<file path="src/logic/sac_pkg.sv">
// Shared constants and carriers for the converter control block.
// Assumes a single 20 MHz clock shared by every design file.
package sac_pkg;
  localparam int CLK_MHZ = 20;
  localparam int RES_BITS = 16;
  localparam int BYTE_BITS = 8;
  localparam int MIN_START_NS = 40;
  localparam int MIN_START_CYC = (MIN_START_NS * CLK_MHZ + 999) / 1000;
  localparam int STEP_DIV = 8;
  localparam int FIFO_DEPTH = 32;
  localparam logic [15:0] RESULT_RST = 16'h0000;

  typedef enum logic [1:0] {
    SAC_IDLE = 2'b00,
    SAC_CONV = 2'b01,
    SAC_LOAD = 2'b11
  } sac_state_e;

  typedef struct packed {
    logic [7:0] upper;
    logic [7:0] lower;
  } sac_bus_s;
endpackage

</file>
<file path="src/logic/sac_ctrl.sv">
// Conversion and read control of a 16-bit successive-approximation converter.
// Assumes host strobes are synchronous to clk_i; the comparator decision
// arrives on cmp_i, and the pad ring resolves three-state data from enables.
`timescale 1ns/1ps
module sac_ctrl #(
  parameter int STEP_DIV = sac_pkg::STEP_DIV,
  parameter int FIFO_DEPTH = sac_pkg::FIFO_DEPTH
) (
  input wire logic clk_i,
  input wire logic rst_n_i,
  input wire logic cs_n_i,
  input wire logic rd_conv_i,
  input wire logic byte_sel_i,
  input wire logic cmp_i,
  output logic busy_n_o,
  output logic hold_o,
  output logic [15:0] dac_code_o,
  output logic [7:0] upper_data_lines_o,
  output logic [7:0] lower_data_lines_o,
  output logic data_oe_o,
  output logic overrun_o
);
  // The DAC code is registered, so the comparator needs one settling cycle before each step.
  initial begin
    if (STEP_DIV < 2) $error("STEP_DIV must be at least 2");
  end
  localparam int MC = sac_pkg::MIN_START_CYC;
  localparam int SW = $clog2(STEP_DIV + 1);

  sac_pkg::sac_state_e state_q;
  logic [15:0] approx_result_register_q;
  logic [15:0] trial_q;
  logic [SW-1:0] div_q;
  logic [1:0] low_q;
  logic start_req;
  logic step;
  logic res_push;
  logic res_ready;
  logic [15:0] res_data;
  logic res_valid;
  logic res_pop;
  logic [15:0] latch_q;
  logic cs_q;
  logic rc_q;
  sac_pkg::sac_bus_s bus_d;

  // Both strobes low together; qualified by a minimum-width counter so a glitch is no start.
  always_ff @(posedge clk_i) begin
    if (!rst_n_i) begin
      low_q <= 2'h0;
    end else if (!cs_n_i && !rd_conv_i) begin
      if (low_q != 2'(MC)) low_q <= low_q + 2'h1;
    end else begin
      low_q <= 2'h0;
    end
  end
  // Start fires once per combined-low interval, on the first qualifying cycle.
  assign start_req = (low_q == 2'(MC - 1)) && !cs_n_i && !rd_conv_i;

  always_ff @(posedge clk_i) begin
    if (!rst_n_i) begin
      div_q <= '0;
    end else if (state_q != sac_pkg::SAC_CONV || div_q == SW'(STEP_DIV - 1)) begin
      div_q <= '0;
    end else begin
      div_q <= div_q + 1'b1;
    end
  end
  assign step = (state_q == sac_pkg::SAC_CONV) && (div_q == SW'(STEP_DIV - 1));

  always_ff @(posedge clk_i) begin
    if (!rst_n_i) begin
      state_q <= sac_pkg::SAC_IDLE;
    end else begin
      unique case (state_q)
        sac_pkg::SAC_IDLE: begin
          if (start_req) state_q <= sac_pkg::SAC_CONV;
        end
        sac_pkg::SAC_CONV: begin
          // Starts arriving here are ignored.
          if (step && trial_q[0]) state_q <= sac_pkg::SAC_LOAD;
        end
        sac_pkg::SAC_LOAD: begin
          state_q <= sac_pkg::SAC_IDLE;
        end
        default: state_q <= sac_pkg::SAC_IDLE;
      endcase
    end
  end

  always_ff @(posedge clk_i) begin
    if (!rst_n_i) begin
      approx_result_register_q <= sac_pkg::RESULT_RST;
      trial_q <= 16'h0000;
    end else if (state_q == sac_pkg::SAC_IDLE && start_req) begin
      approx_result_register_q <= 16'h0000;
      trial_q <= 16'h8000;
    end else if (step) begin
      // Keep the trial bit if the comparator says the input is at or above the DAC level.
      if (cmp_i) approx_result_register_q <= approx_result_register_q | trial_q;
      trial_q <= trial_q >> 1;
    end
  end

  // The DAC sees the offset-binary trial code; flipping the MSB gives two's complement.
  always_ff @(posedge clk_i) begin
    if (!rst_n_i) begin
      dac_code_o <= 16'h0000;
    end else begin
      dac_code_o <= approx_result_register_q | trial_q;
    end
  end

  always_ff @(posedge clk_i) begin
    if (!rst_n_i) begin
      busy_n_o <= 1'b1;
      hold_o <= 1'b0;
    end else if (state_q == sac_pkg::SAC_IDLE && start_req) begin
      busy_n_o <= 1'b0;
      hold_o <= 1'b1;
    end else if (state_q == sac_pkg::SAC_LOAD) begin
      busy_n_o <= 1'b1;
      hold_o <= 1'b0;
    end
  end

  assign res_push = (state_q == sac_pkg::SAC_LOAD);
  // A read window opens when select low with the strobe high follows any other input pair.
  assign res_pop = res_valid && !(!cs_q && rc_q) && !cs_n_i && rd_conv_i;

  // Results queue here so a slow reader never loses a conversion unless the queue is full.
  sac_fifo #(
    .WIDTH(sac_pkg::RES_BITS),
    .DEPTH(FIFO_DEPTH)
  ) u_fifo (
    .clk_i(clk_i),
    .rst_n_i(rst_n_i),
    .in_data_i({~approx_result_register_q[15], approx_result_register_q[14:0]}),
    .in_valid_i(res_push),
    .in_ready_o(res_ready),
    .out_data_o(res_data),
    .out_valid_o(res_valid),
    .out_ready_i(res_pop)
  );

  always_ff @(posedge clk_i) begin
    if (!rst_n_i) begin
      overrun_o <= 1'b0;
    end else if (res_push && !res_ready) begin
      overrun_o <= 1'b1;
    end
  end

  // Output latch takes the oldest queued result when a read window opens.
  always_ff @(posedge clk_i) begin
    if (!rst_n_i) begin
      cs_q <= 1'b1;
      rc_q <= 1'b0;
      latch_q <= sac_pkg::RESULT_RST;
    end else begin
      cs_q <= cs_n_i;
      rc_q <= rd_conv_i;
      if (res_pop) latch_q <= res_data;
    end
  end

  always_comb begin
    if (byte_sel_i) begin
      bus_d.upper = latch_q[7:0];
      bus_d.lower = latch_q[15:8];
    end else begin
      bus_d.upper = latch_q[15:8];
      bus_d.lower = latch_q[7:0];
    end
  end

  always_ff @(posedge clk_i) begin
    if (!rst_n_i) begin
      data_oe_o <= 1'b0;
      upper_data_lines_o <= 8'h00;
      lower_data_lines_o <= 8'h00;
    end else begin
      data_oe_o <= !cs_n_i && rd_conv_i;
      upper_data_lines_o <= bus_d.upper;
      lower_data_lines_o <= bus_d.lower;
    end
  end

  // Checking aids below are read only by assertions.
  // A repetition over the whole conversion would unroll badly, so its length is counted.
  localparam int CONV_CYC = sac_pkg::RES_BITS * STEP_DIV + 1;
  localparam int CW = $clog2(CONV_CYC + 2);
  logic [CW-1:0] busy_cnt_q;
  logic [4:0] bit_cnt_q;

  always_ff @(posedge clk_i) begin
    if (!rst_n_i) begin
      busy_cnt_q <= '0;
    end else if (busy_n_o) begin
      busy_cnt_q <= '0;
    end else if (busy_cnt_q != CW'(CONV_CYC + 1)) begin
      busy_cnt_q <= busy_cnt_q + 1'b1;
    end
  end

  always_ff @(posedge clk_i) begin
    if (!rst_n_i) begin
      bit_cnt_q <= 5'h00;
    end else if (state_q == sac_pkg::SAC_IDLE && start_req) begin
      bit_cnt_q <= 5'h00;
    end else if (step && bit_cnt_q != 5'h1F) begin
      bit_cnt_q <= bit_cnt_q + 5'h01;
    end
  end
endmodule

</file>
<file path="src/logic/sac_fifo.sv">
// Flip-flop FIFO with valid/ready on both sides.
// Assumes the single block clock and a synchronous active-low reset.
`timescale 1ns/1ps
module sac_fifo #(
  parameter int WIDTH = 16,
  parameter int DEPTH = 32
) (
  input wire logic clk_i,
  input wire logic rst_n_i,
  input wire logic [WIDTH-1:0] in_data_i,
  input wire logic in_valid_i,
  output logic in_ready_o,
  output logic [WIDTH-1:0] out_data_o,
  output logic out_valid_o,
  input wire logic out_ready_i
);
  localparam int AW = $clog2(DEPTH);
  initial begin
    if (DEPTH < 2 || (1 << AW) != DEPTH) $error("FIFO depth must be a power of two");
  end
  logic [WIDTH-1:0] mem_q [DEPTH];
  logic [AW:0] wr_q;
  logic [AW:0] rd_q;
  logic push;
  logic pop;
  assign in_ready_o = (wr_q - rd_q) != (AW+1)'(DEPTH);
  assign out_valid_o = wr_q != rd_q;
  assign out_data_o = mem_q[rd_q[AW-1:0]];
  assign push = in_valid_i && in_ready_o;
  assign pop = out_valid_o && out_ready_i;
  always_ff @(posedge clk_i) begin
    if (push) begin
      mem_q[wr_q[AW-1:0]] <= in_data_i;
    end
  end
  always_ff @(posedge clk_i) begin
    if (!rst_n_i) begin
      wr_q <= '0;
      rd_q <= '0;
    end else begin
      if (push) wr_q <= wr_q + 1'b1;
      if (pop) rd_q <= rd_q + 1'b1;
    end
  end
endmodule

</file>
<file path="config.mk">
export PLATFORM = sky130hd
export DESIGN_NAME = sac_ctrl
export DESIGN_NICKNAME = d
export VERILOG_FILES = /design/src/logic/sac_pkg.sv /design/src/logic/sac_ctrl.sv /design/src/logic/sac_fifo.sv
export SDC_FILE = /design/constraint.sdc
export NUM_CORES = 1
export LEC_CHECK = 0
export BUFFER_PORTS_ARGS = -buffer_cell sky130_fd_sc_hd__buf_4
export CAP_MARGIN = 40
export CORE_MARGIN = 4
export CORE_UTILIZATION = 65
export CTS_CLUSTER_SIZE = 16
export DETAILED_ROUTE_END_ITERATION = 8
export GPL_TIMING_DRIVEN = 0
export PLACE_DENSITY = 0.82
export REMOVE_ABC_BUFFERS = 1
export SLEW_MARGIN = 10
export SYNTH_ARGS = -nofsm -noshare
export SYNTH_HDL_FRONTEND = slang
export SYNTH_SLANG_ARGS = --single-unit
</file>
<file path="constraint.sdc">
create_clock -name clk_i -period 10.4 [get_ports clk_i]
set_clock_uncertainty 0.05 [all_clocks]
set_input_delay 0 -clock clk_i [delete_from_list [all_inputs] [get_ports clk_i]]
set_output_delay 0 -clock clk_i [all_outputs]
set_load 0.01 [all_outputs]
</file>
==> metrics.md, run 1 <==
| Metric | Value |
|---|---|
| Number of antenna violations at the first check in global routing | 1 |
| Simple-gate area share of the yosys netlist | 0.0453 |
| Number of clock sinks | 618 |
| Post-route minimum period | 4.74 ns |
| Total count of max-transition violations in the final report | 0 |
| Post-DP HPWL | 34,100 um |
| Portion of the post-synthesis area used by sequential elements | 0.743 |
| Detail Route Antenna Nets | 0 |
| Register-to-register setup slack | 5.66 ns |
| Share of the synthesized area in compound gates (AO/OA/AOI/OAI) | 0.0504 |
| Required @ worst endpoint | 10.64 ns |
| Starting density of the core | 0.660 |
| Post-synthesis xor/xnor area fraction | 0.00409 |
| Core Region | 35,700 um2 |
| Largest cells by area after synthesis | edfxtp_1, dfxtp_1, mux4_2 |
| Wire length of the first global-routing pass | 87,200 um |
| First drt pass iteration count | 5 |
| Crit-path slowest cell | nand3_1 |
| # rows | 69 |
| Number of enable-type register cells in the synthesized netlist | 512 |
| Post-CTS clock slew at the launch and capture registers of the worst setup and hold paths | 0.07 ns |
| Critical register-to-register path startpoint | u_fifo.rd_q[2]$_SDFFE_PN0P_ |
| Cell types with the highest counts after synthesis | edfxtp_1, nor2_1, dfxtp_1, mux4_2, mux2i_1 |
| Overall die area | 39,300 um2 |
| TritonCTS buffer count | 58 |
| Cell type contributing the most total cell area after synthesis | edfxtp_1 |
| Proportion of synthesized area in mux cells | 0.131 |
| Gate count of the mapped netlist | 1,303 |
| Share of the clock period used by the worst path | 0.456 |
| DIE HEIGHT | 198 um |
| Share of layout cells above drive strength 1 | 0.241 |
| Latest clock arrival within the worst-skew pair | 0.60 ns |
| Total routing resource utilization after global routing | 0.301 |
| Delay contributed by the slowest stage of the critical path | 0.80 ns |
| Ratio of routed vias to standard cells | 6.97 |
| Hold violation count in the final report | 0 |
| Average instance area after synthesis | 18.1 um2 |
| Gate family responsible for the most delay along the worst path | simple AND/OR/NAND/NOR gates |
| Critical Path Sink | u_fifo.mem_q[17][15]$_DFFE_PP_ |
| Via count of the routed design | 13,300 |
| Achievable frequency | 0.211 GHz |
| Maximum capacitance violations | 0 |
| Kind of path behind the tightest hold check | input port to flip-flop |
| Largest family of logic cells by synthesized area | multiplexers |
| Htree depth | 2 |
| Cell with the most instances after synthesis | edfxtp_1 |
| Final TNS setup | 0 ns |
| Max-slew headroom at the worst pin | 0.435 |
| Count of cells along the worst register-to-register path | 9 |
| Origin of the worst setup path | u_fifo.rd_q[2]$_SDFFE_PN0P_ |
| Adder-cell share of the synthesized area | 0.00691 |
| Detailed-route wire length per cell | 30.4 um |
| Cell depth of the worst hold path | 4 |
| Least-Margin Pin Slew | 0.844 ns |
| Total power divided by cell area | 177 nW/um2 |
| Largest net degree at the start of global routing | 45 |
| Fill cell count | 1,758 |
| Type of destination of the critical path | flip-flop |
| Overflow left after global routing | 0 |
| Number of register bits inferred by synthesis | 618 |
| VDD IR-drop max | 0.147 mV |
| Top_reg_cell synth | edfxtp_1 |
| Capturing point of the worst reg2reg path | u_fifo.mem_q[17][15]$_DFFE_PP_ |
| Run status | finished clean |
| Total DRC errors in the routed layout | 0 |
| Hold Slack | 0.0729 ns |
| Buffer depth of the longest clock path | 3 |
| Hold path start | cmp_i |
| Detailed router's first-iteration violation count | 1,622 |
| Number of cells on the critical path | 9 |
| Kind of critical path | flip-flop to flip-flop |
| Post-Route Utilization | 0.767 |
| Buffers plus inverters on the worst setup path | 3 |
| Buffer cell driving the clock tree root | clkbuf_16 |
| Global placement routability congestion | 0.824 |
| Port Buffer Count | 41 |
| Crit path arrival time | 4.98 ns |
| Count of boundary I/O pins | 42 |
| TritonCTS clock tree | yes |
| CP dominant cell by count | a21oi_1 |
| Inserted Diodes | 0 |
| Top cell type's share of synthesized area | 0.653 |
| Die extent in x | 198 um |
| Crit path launch type | flip-flop |
| Area grow syn2layout | 16.2% |
| Largest driver fanout on the critical path | 40 |
| Via count of the first global-routing pass | 13,900 |
| Finish-stage setup viols | 0 |
| Share of synthesized flip-flops with an asynchronous set or reset | 0 |
| Leak pwr | 0.00993 uW |
| Critical-path cell list | buf_12 > inv_1 > ha_1 > a21oi_1 > a21oi_1 > o2111ai_1 > nand3_1 > nor2_2 > buf_8 |
| Final net count | 1,422 |
| Warnings from Yosys | 0 |
| Routed wire length | 58,100 um |
| Post-synthesis cell type count | 51 |
| Setup repair after global routing missed its margin | no |
| Netlist area before placement | 23,500 um2 |
## metal layers
layer  GRT usage  up-vias  part of all wire
li1            -     5386                 -
met1       0.398     6728              0.35
met2       0.512      983              0.51
met3      0.0487      213             0.095
met4       0.115        2             0.044
met5           0        -           0.00024
## final cells by class
class / instances / area [um2] / area share
multi-input cells: 599 / 5710 / 0.209
clock buffers: 85 / 1810 / 0.0663
clock inverters: 20 / 154 / 0.00563
flip-flops and latches: 618 / 17500 / 0.640
well taps: 461 / 577 / 0.0211
inverters: 14 / 52.6 / 0.00192
repair buffers: 112 / 1540 / 0.0564
## per-stage QoR
stage               cell area, um2  setup WS, ns  std cells  total power, uW
global route                 27400          5.60       1909             4950
CTS                          27400          5.84       1909             4840
floorplan                    23100          1.57       1231             2710
global placement             24000         -1.91       1733             2720
finish                       27400          5.66       1909             4830
detailed placement           25300          5.93       1798             2720
## layout by cell type, fill, tap and decap left out, types with 16 or more instances in the layout
cell type  count
a21oi_1       49
a22o_1        31
buf_4         42
buf_8         42
clkbuf_16     66
dfxtp_1      102
edfxtp_1     512
mux2i_1       86
mux4_2        88
nand2_1       54
nor2_1        82
nor2_2        33
nor4_1        16
o22ai_1       16
## logic make-up (layout without fill, tap and decap cells)
family | after synthesis | in the layout
AOI/OAI and AO/OA | 152 | 152
xor gates and xnor gates | 11 | 11
adders and majority gates | 13 | 13
buffers and inverters | 86 | 231
DFF | 618 | 618
muxes | 183 | 183
and+or+nand+nor | 240 | 240
## what timing repair did
action / in CTS / in global routing
gates resized for setup: 0 / 0
buffers inserted: 0 / 0
hold buffers: 6 / 0
endpoints found under the hold margin: 39 / 0
## worst min-delay path by stage
stage,to
finish,approx_result_register_q[13]$_SDFFE_PP0P_
global route,approx_result_register_q[7]$_SDFFE_PP0P_
CTS,approx_result_register_q[15]$_SDFFE_PP0P_
detailed placement,low_q[1]$_SDFFE_PN0P_
global placement,low_q[0]$_SDFFE_PN0P_
floorplan,low_q[0]$_SDFFE_PN0P_
## tightest hold or removal path: stages
cell and delay [ns]:
buf_4 0.10, and2_1 0.35, nor2_1 0.17, nor4_1 0.05
## registers in the layout (all words and copies together) (netlist names), 2 cells and up
register and flops:
approx_result_register_q 16, dac_code_o 16, div_q 4, latch_q 16, low_q 2, lower_data_lines_o 8, state_q 2, trial_q 16
u_fifo.mem_q 512, u_fifo.rd_q 6, u_fifo.wr_q 6, upper_data_lines_o 8
## power breakdown
| part | internal, uW | switching, uW | total, uW |
|---|---|---|---|
| Clock | 1250 | 904 | 2160 |
| Combinational | 9.47 | 17.2 | 26.6 |
| Sequential | 2640 | 1.79 | 2640 |
| Total | 3910 | 923 | 4830 |
No activity file was read; power rests on OpenSTA's default activity.
==> run 2, diff against run 1 <==
--- a/config.mk
+++ b/config.mk
@@ -5,14 +5,15 @@
 export SDC_FILE = /design/constraint.sdc
 export NUM_CORES = 1
 export LEC_CHECK = 0
+export ABC_AREA = 1
 export BUFFER_PORTS_ARGS = -buffer_cell sky130_fd_sc_hd__buf_4
 export CAP_MARGIN = 40
 export CORE_MARGIN = 4
-export CORE_UTILIZATION = 65
+export CORE_UTILIZATION = 57
 export CTS_CLUSTER_SIZE = 16
 export DETAILED_ROUTE_END_ITERATION = 8
 export GPL_TIMING_DRIVEN = 0
-export PLACE_DENSITY = 0.82
+export PLACE_DENSITY = 0.76
 export REMOVE_ABC_BUFFERS = 1
 export SLEW_MARGIN = 10
 export SYNTH_ARGS = -nofsm -noshare
==> constraint.sdc (replaced) <==
create_clock -name clk_i -period 4.2 [get_ports clk_i]
set_clock_uncertainty 0.05 [all_clocks]
set_input_delay 0 -clock clk_i [delete_from_list [all_inputs] [get_ports clk_i]]
set_output_delay 0 -clock clk_i [all_outputs]
set_load 0.01 [all_outputs]
==> metrics.md, run 2 <==
| Metric | Value |
|---|---|
| Warnings from Yosys | 0 (unchanged) |
| Detailed router's first-iteration violation count | 2,542 (was 1,622) |
| Dpl cell area | 26,900 um2 (was 25,300 um2) |
| Maximum capacitance violations | 0 (unchanged) |
| Via count of the first global-routing pass | 17,200 (was 13,900) |
| Number of clock sinks | 618 (unchanged) |
| Area occupied by multi-input gates | 6680 um2 (was 5710 um2) |
| Post-DP HPWL | 38,800 um (was 34,100 um) |
| Max-slew headroom at the worst pin | 0.370 (was 0.435) |
| Crit path launch type | flip-flop (unchanged) |
| Achievable frequency | 0.250 GHz (was 0.211 GHz) |
| Part of the total power dissipated in combinational logic | 0.007 (was 0.006) |
| Leading cell type in the layout, fill and taps excluded | nand2_1 (was edfxtp_1) |
| TritonCTS buffer count | 60 (was 58) |
| Number of register bits inferred by synthesis | 618 (unchanged) |
| Share of layout cells above drive strength 1 | 0.0986 (was 0.241) |
| Number of enable-type register cells in the synthesized netlist | 512 (unchanged) |
| Top cell type's share of synthesized area | 0.601 (was 0.653) |
| Kind of path behind the tightest hold check | input port to flip-flop (unchanged) |
| Leading cell types in the layout, fill and taps excluded | nand2_1, edfxtp_1, nand3_1, inv_1, nor2_1 (was edfxtp_1, dfxtp_1, mux4_2, mux2i_1, nor2_1) |
| Largest cells by area after synthesis | edfxtp_1, nand2_1, dfxtp_1 (was edfxtp_1, dfxtp_1, mux4_2) |
| Internal power | 9720 uW (was 3910 uW) |
| Finish-stage setup viols | 0 (unchanged) |
| Detailed-route wire length per cell | 20.3 um (was 30.4 um) |
| Buffer depth of the longest clock path | 3 (unchanged) |
| Overflow left after global routing | 0 (unchanged) |
| Buffer cell driving the clock tree root | clkbuf_16 (unchanged) |
| Port Buffer Count | 41 (unchanged) |
| Cell with the most instances after synthesis | nand2_1 (was edfxtp_1) |
| Total DRC errors in the routed layout | 0 (unchanged) |
| Largest driver fanout on the critical path | 58 (was 40) |
| Clock network fraction of design power | 0.450 (was 0.447) |
| Total power consumption of the routed design | 12,100 uW (was 4830 uW) |
| Area grow syn2layout | 14.4% (was 16.2%) |
| Least-Margin Pin Slew | 0.945 ns (was 0.844 ns) |
| Total count of max-transition violations in the final report | 0 (unchanged) |
| Total routing resource utilization after global routing | 0.266 (was 0.301) |
| Cell types with the highest counts after synthesis | nand2_1, edfxtp_1, nand3_1, inv_1, nor2_1 (was edfxtp_1, nor2_1, dfxtp_1, mux4_2, mux2i_1) |
| TritonCTS clock tree | yes (unchanged) |
| Gate count of the mapped netlist | 2,485 (was 1,303) |
| Starting density of the core | 0.578 (was 0.660) |
| VDD IR-drop max | 0.356 mV (was 0.147 mV) |
| DIE HEIGHT | 220 um (was 198 um) |
| Portion of total power attributed to sequential cells | 0.544 (was 0.547) |
| First drt pass iteration count | 7 (was 5) |
| Fill cell count | 3,122 (was 1,758) |
| Htree depth | 2 (unchanged) |
| Netlist area before placement | 25,600 um2 (was 23,500 um2) |
| Hold violation count in the final report | 0 (unchanged) |
| Total power divided by cell area | 412 nW/um2 (was 177 nW/um2) |
| Cell type contributing the most total cell area after synthesis | edfxtp_1 (unchanged) |
| Cell area after layout | 29,300 um2 (was 27,400 um2) |
| Via count of the routed design | 18,200 (was 13,300) |
| Post-Route Utilization | 0.661 (was 0.767) |
| Crit path arrival time | 4.27 ns (was 4.98 ns) |
| Type of destination of the critical path | flip-flop (unchanged) |
| Post-route minimum period | 4.01 ns (was 4.74 ns) |
| Routed wire length | 64,700 um (was 58,100 um) |
| Largest net degree at the start of global routing | 164 (was 45) |
| Setup repair after global routing missed its margin | no (unchanged) |
| Kind of critical path | flip-flop to flip-flop (unchanged) |
| Required @ worst endpoint | 4.46 ns (was 10.64 ns) |
| Leak pwr | 0.0118 uW (was 0.00993 uW) |
| Final net count | 2,557 (was 1,422) |
| Average instance area after synthesis | 10.3 um2 (was 18.1 um2) |
| Net switching power of the design | 2340 uW (was 923 uW) |
| Core Region | 44,300 um2 (was 35,700 um2) |
| Detail Route Antenna Nets | 0 (unchanged) |
| Count of boundary I/O pins | 42 (unchanged) |
| Post-CTS clock slew at the launch and capture registers of the worst setup and hold paths | 0.06 ns (was 0.07 ns) |
| Die extent in x | 220 um (was 198 um) |
| Run status | finished clean (unchanged) |
| Flip-flop count of the largest register, all copies and words added | 512 (unchanged) |
| Latest clock arrival within the worst-skew pair | 0.62 ns (was 0.60 ns) |
| Ratio of routed vias to standard cells | 5.73 (was 6.97) |
| Inserted Diodes | 0 (unchanged) |
| Number of antenna violations at the first check in global routing | 0 (was 1) |
| Global placement routability congestion | 0.842 (was 0.824) |
| Post-synthesis cell type count | 33 (was 51) |
| Top_reg_cell synth | edfxtp_1 (unchanged) |
| Share of the clock period used by the worst path | 0.954 (was 0.456) |
| Net Sw Frac | 0.194 (was 0.191) |
| # rows | 77 (was 69) |
| Share of synthesized flip-flops with an asynchronous set or reset | 0 (unchanged) |
| Wire length of the first global-routing pass | 97,800 um (was 87,200 um) |
| Portion of the post-synthesis area used by sequential elements | 0.684 (was 0.743) |
| Overall die area | 48,400 um2 (was 39,300 um2) |
| Sequential cell area | 17,500 um2 (about the same) |
## run 2: path summary, 6_finish.rpt
kind / from / end / slack (ns) / cells past startpoint
setup reg to reg: u_fifo.rd_q[1]$_SDFFE_PN0P_ / u_fifo.mem_q[25][6]$_DFFE_PP_ / 0.19 / 14
hold reg to reg: div_q[0]$_SDFF_PP0_ / div_q[0]$_SDFF_PP0_ / 0.41 / 1
setup / recovery: u_fifo.rd_q[1]$_SDFFE_PN0P_ / u_fifo.mem_q[25][6]$_DFFE_PP_ / 0.19 / 14
hold / removal: cs_n_i / cs_q$_SDFF_PN1_ / 0.14 / 4
## run 2: per-stage QoR
step / hold slack [ns] / TNS (ns) / worst slack, ns / std cells
3_5_place_dp: 0.135 / -177.95 / -0.700 / 3049
2_1_floorplan: 0.0188 / -1793.08 / -4.12 / 2360
5_1_grt: 0.150 / 0 / 0.0100 / 3179
3_3_place_gp: 0.133 / -4402.89 / -11.19 / 2993
4_1_cts: 0.0928 / -0.0871 / -0.0108 / 3172
6_report: 0.141 / 0 / 0.194 / 3179
## run 2: what timing repair did
| item | CTS | global route |
|---|---|---|
| hold buffers | 7 | 0 |
| pin swaps | 0 | 4 |
| setup buffers | 5 | 7 |
| endpoints found under the setup margin | 474 | 429 |
| endpoints found under the hold margin | 57 | 0 |
| resized for setup | 26 | 4 |
## run 2: kinds of logic after synthesis
group | count (synthesis) | share of synthesized area
XOR/XNOR | 1 | 0.000342
buffers and inverters | 392 | 0.0678
adder cells (fa/ha/maj) | 13 | 0.00636
AO/OA/AOI/OAI | 146 | 0.0299
flip-flops | 618 | 0.684
AND/OR/NAND/NOR | 1315 | 0.212
## run 2: cell type report
class / count / share of cell area
Inverter: 267 / 0.0349
Clock inverter: 27 / 0.00718
Clock buffer: 84 / 0.0611
Multi-Input combinational cell: 1475 / 0.228
Sequential cell: 618 / 0.598
Tap cell: 592 / 0.0253
Timing Repair Buffer: 116 / 0.0456
## run 2: power by group through the flow
stage | combinational (uW) | clock [uW] | sequential (uW)
2_1_floorplan | 31.8 | 0 | 6690
3_3_place_gp | 72.0 | 0 | 6690
3_5_place_dp | 75.0 | 0 | 6690
4_1_cts | 81.2 | 5430 | 6550
5_1_grt | 89.8 | 5700 | 6550
6_report | 82.4 | 5420 | 6550
## run 2: critical path, cell delays in order (launching register included)
cell,delay [ns]
dfxtp_4,0.55
buf_16,0.31
buf_16,0.29
inv_6,0.24
ha_1,0.41
nand2_1,0.10
nand2_1,0.08
nand2_1,0.09
nand2_1,0.05
nand2_1,0.05
nand2_1,0.08
nand3_4,0.22
nand2_8,0.30
nor3_4,0.53
buf_6,0.24
## run 2: routing by layer
metal | vias to the layer above | track usage | part of all wire
met3 | 183 | 0.0550 | 0.12
met1 | 8597 | 0.360 | 0.37
met2 | 1102 | 0.425 | 0.47
li1 | 8326 | - | -
met4 | 0 | 0.107 | 0.045
met5 | - | 0 | 0
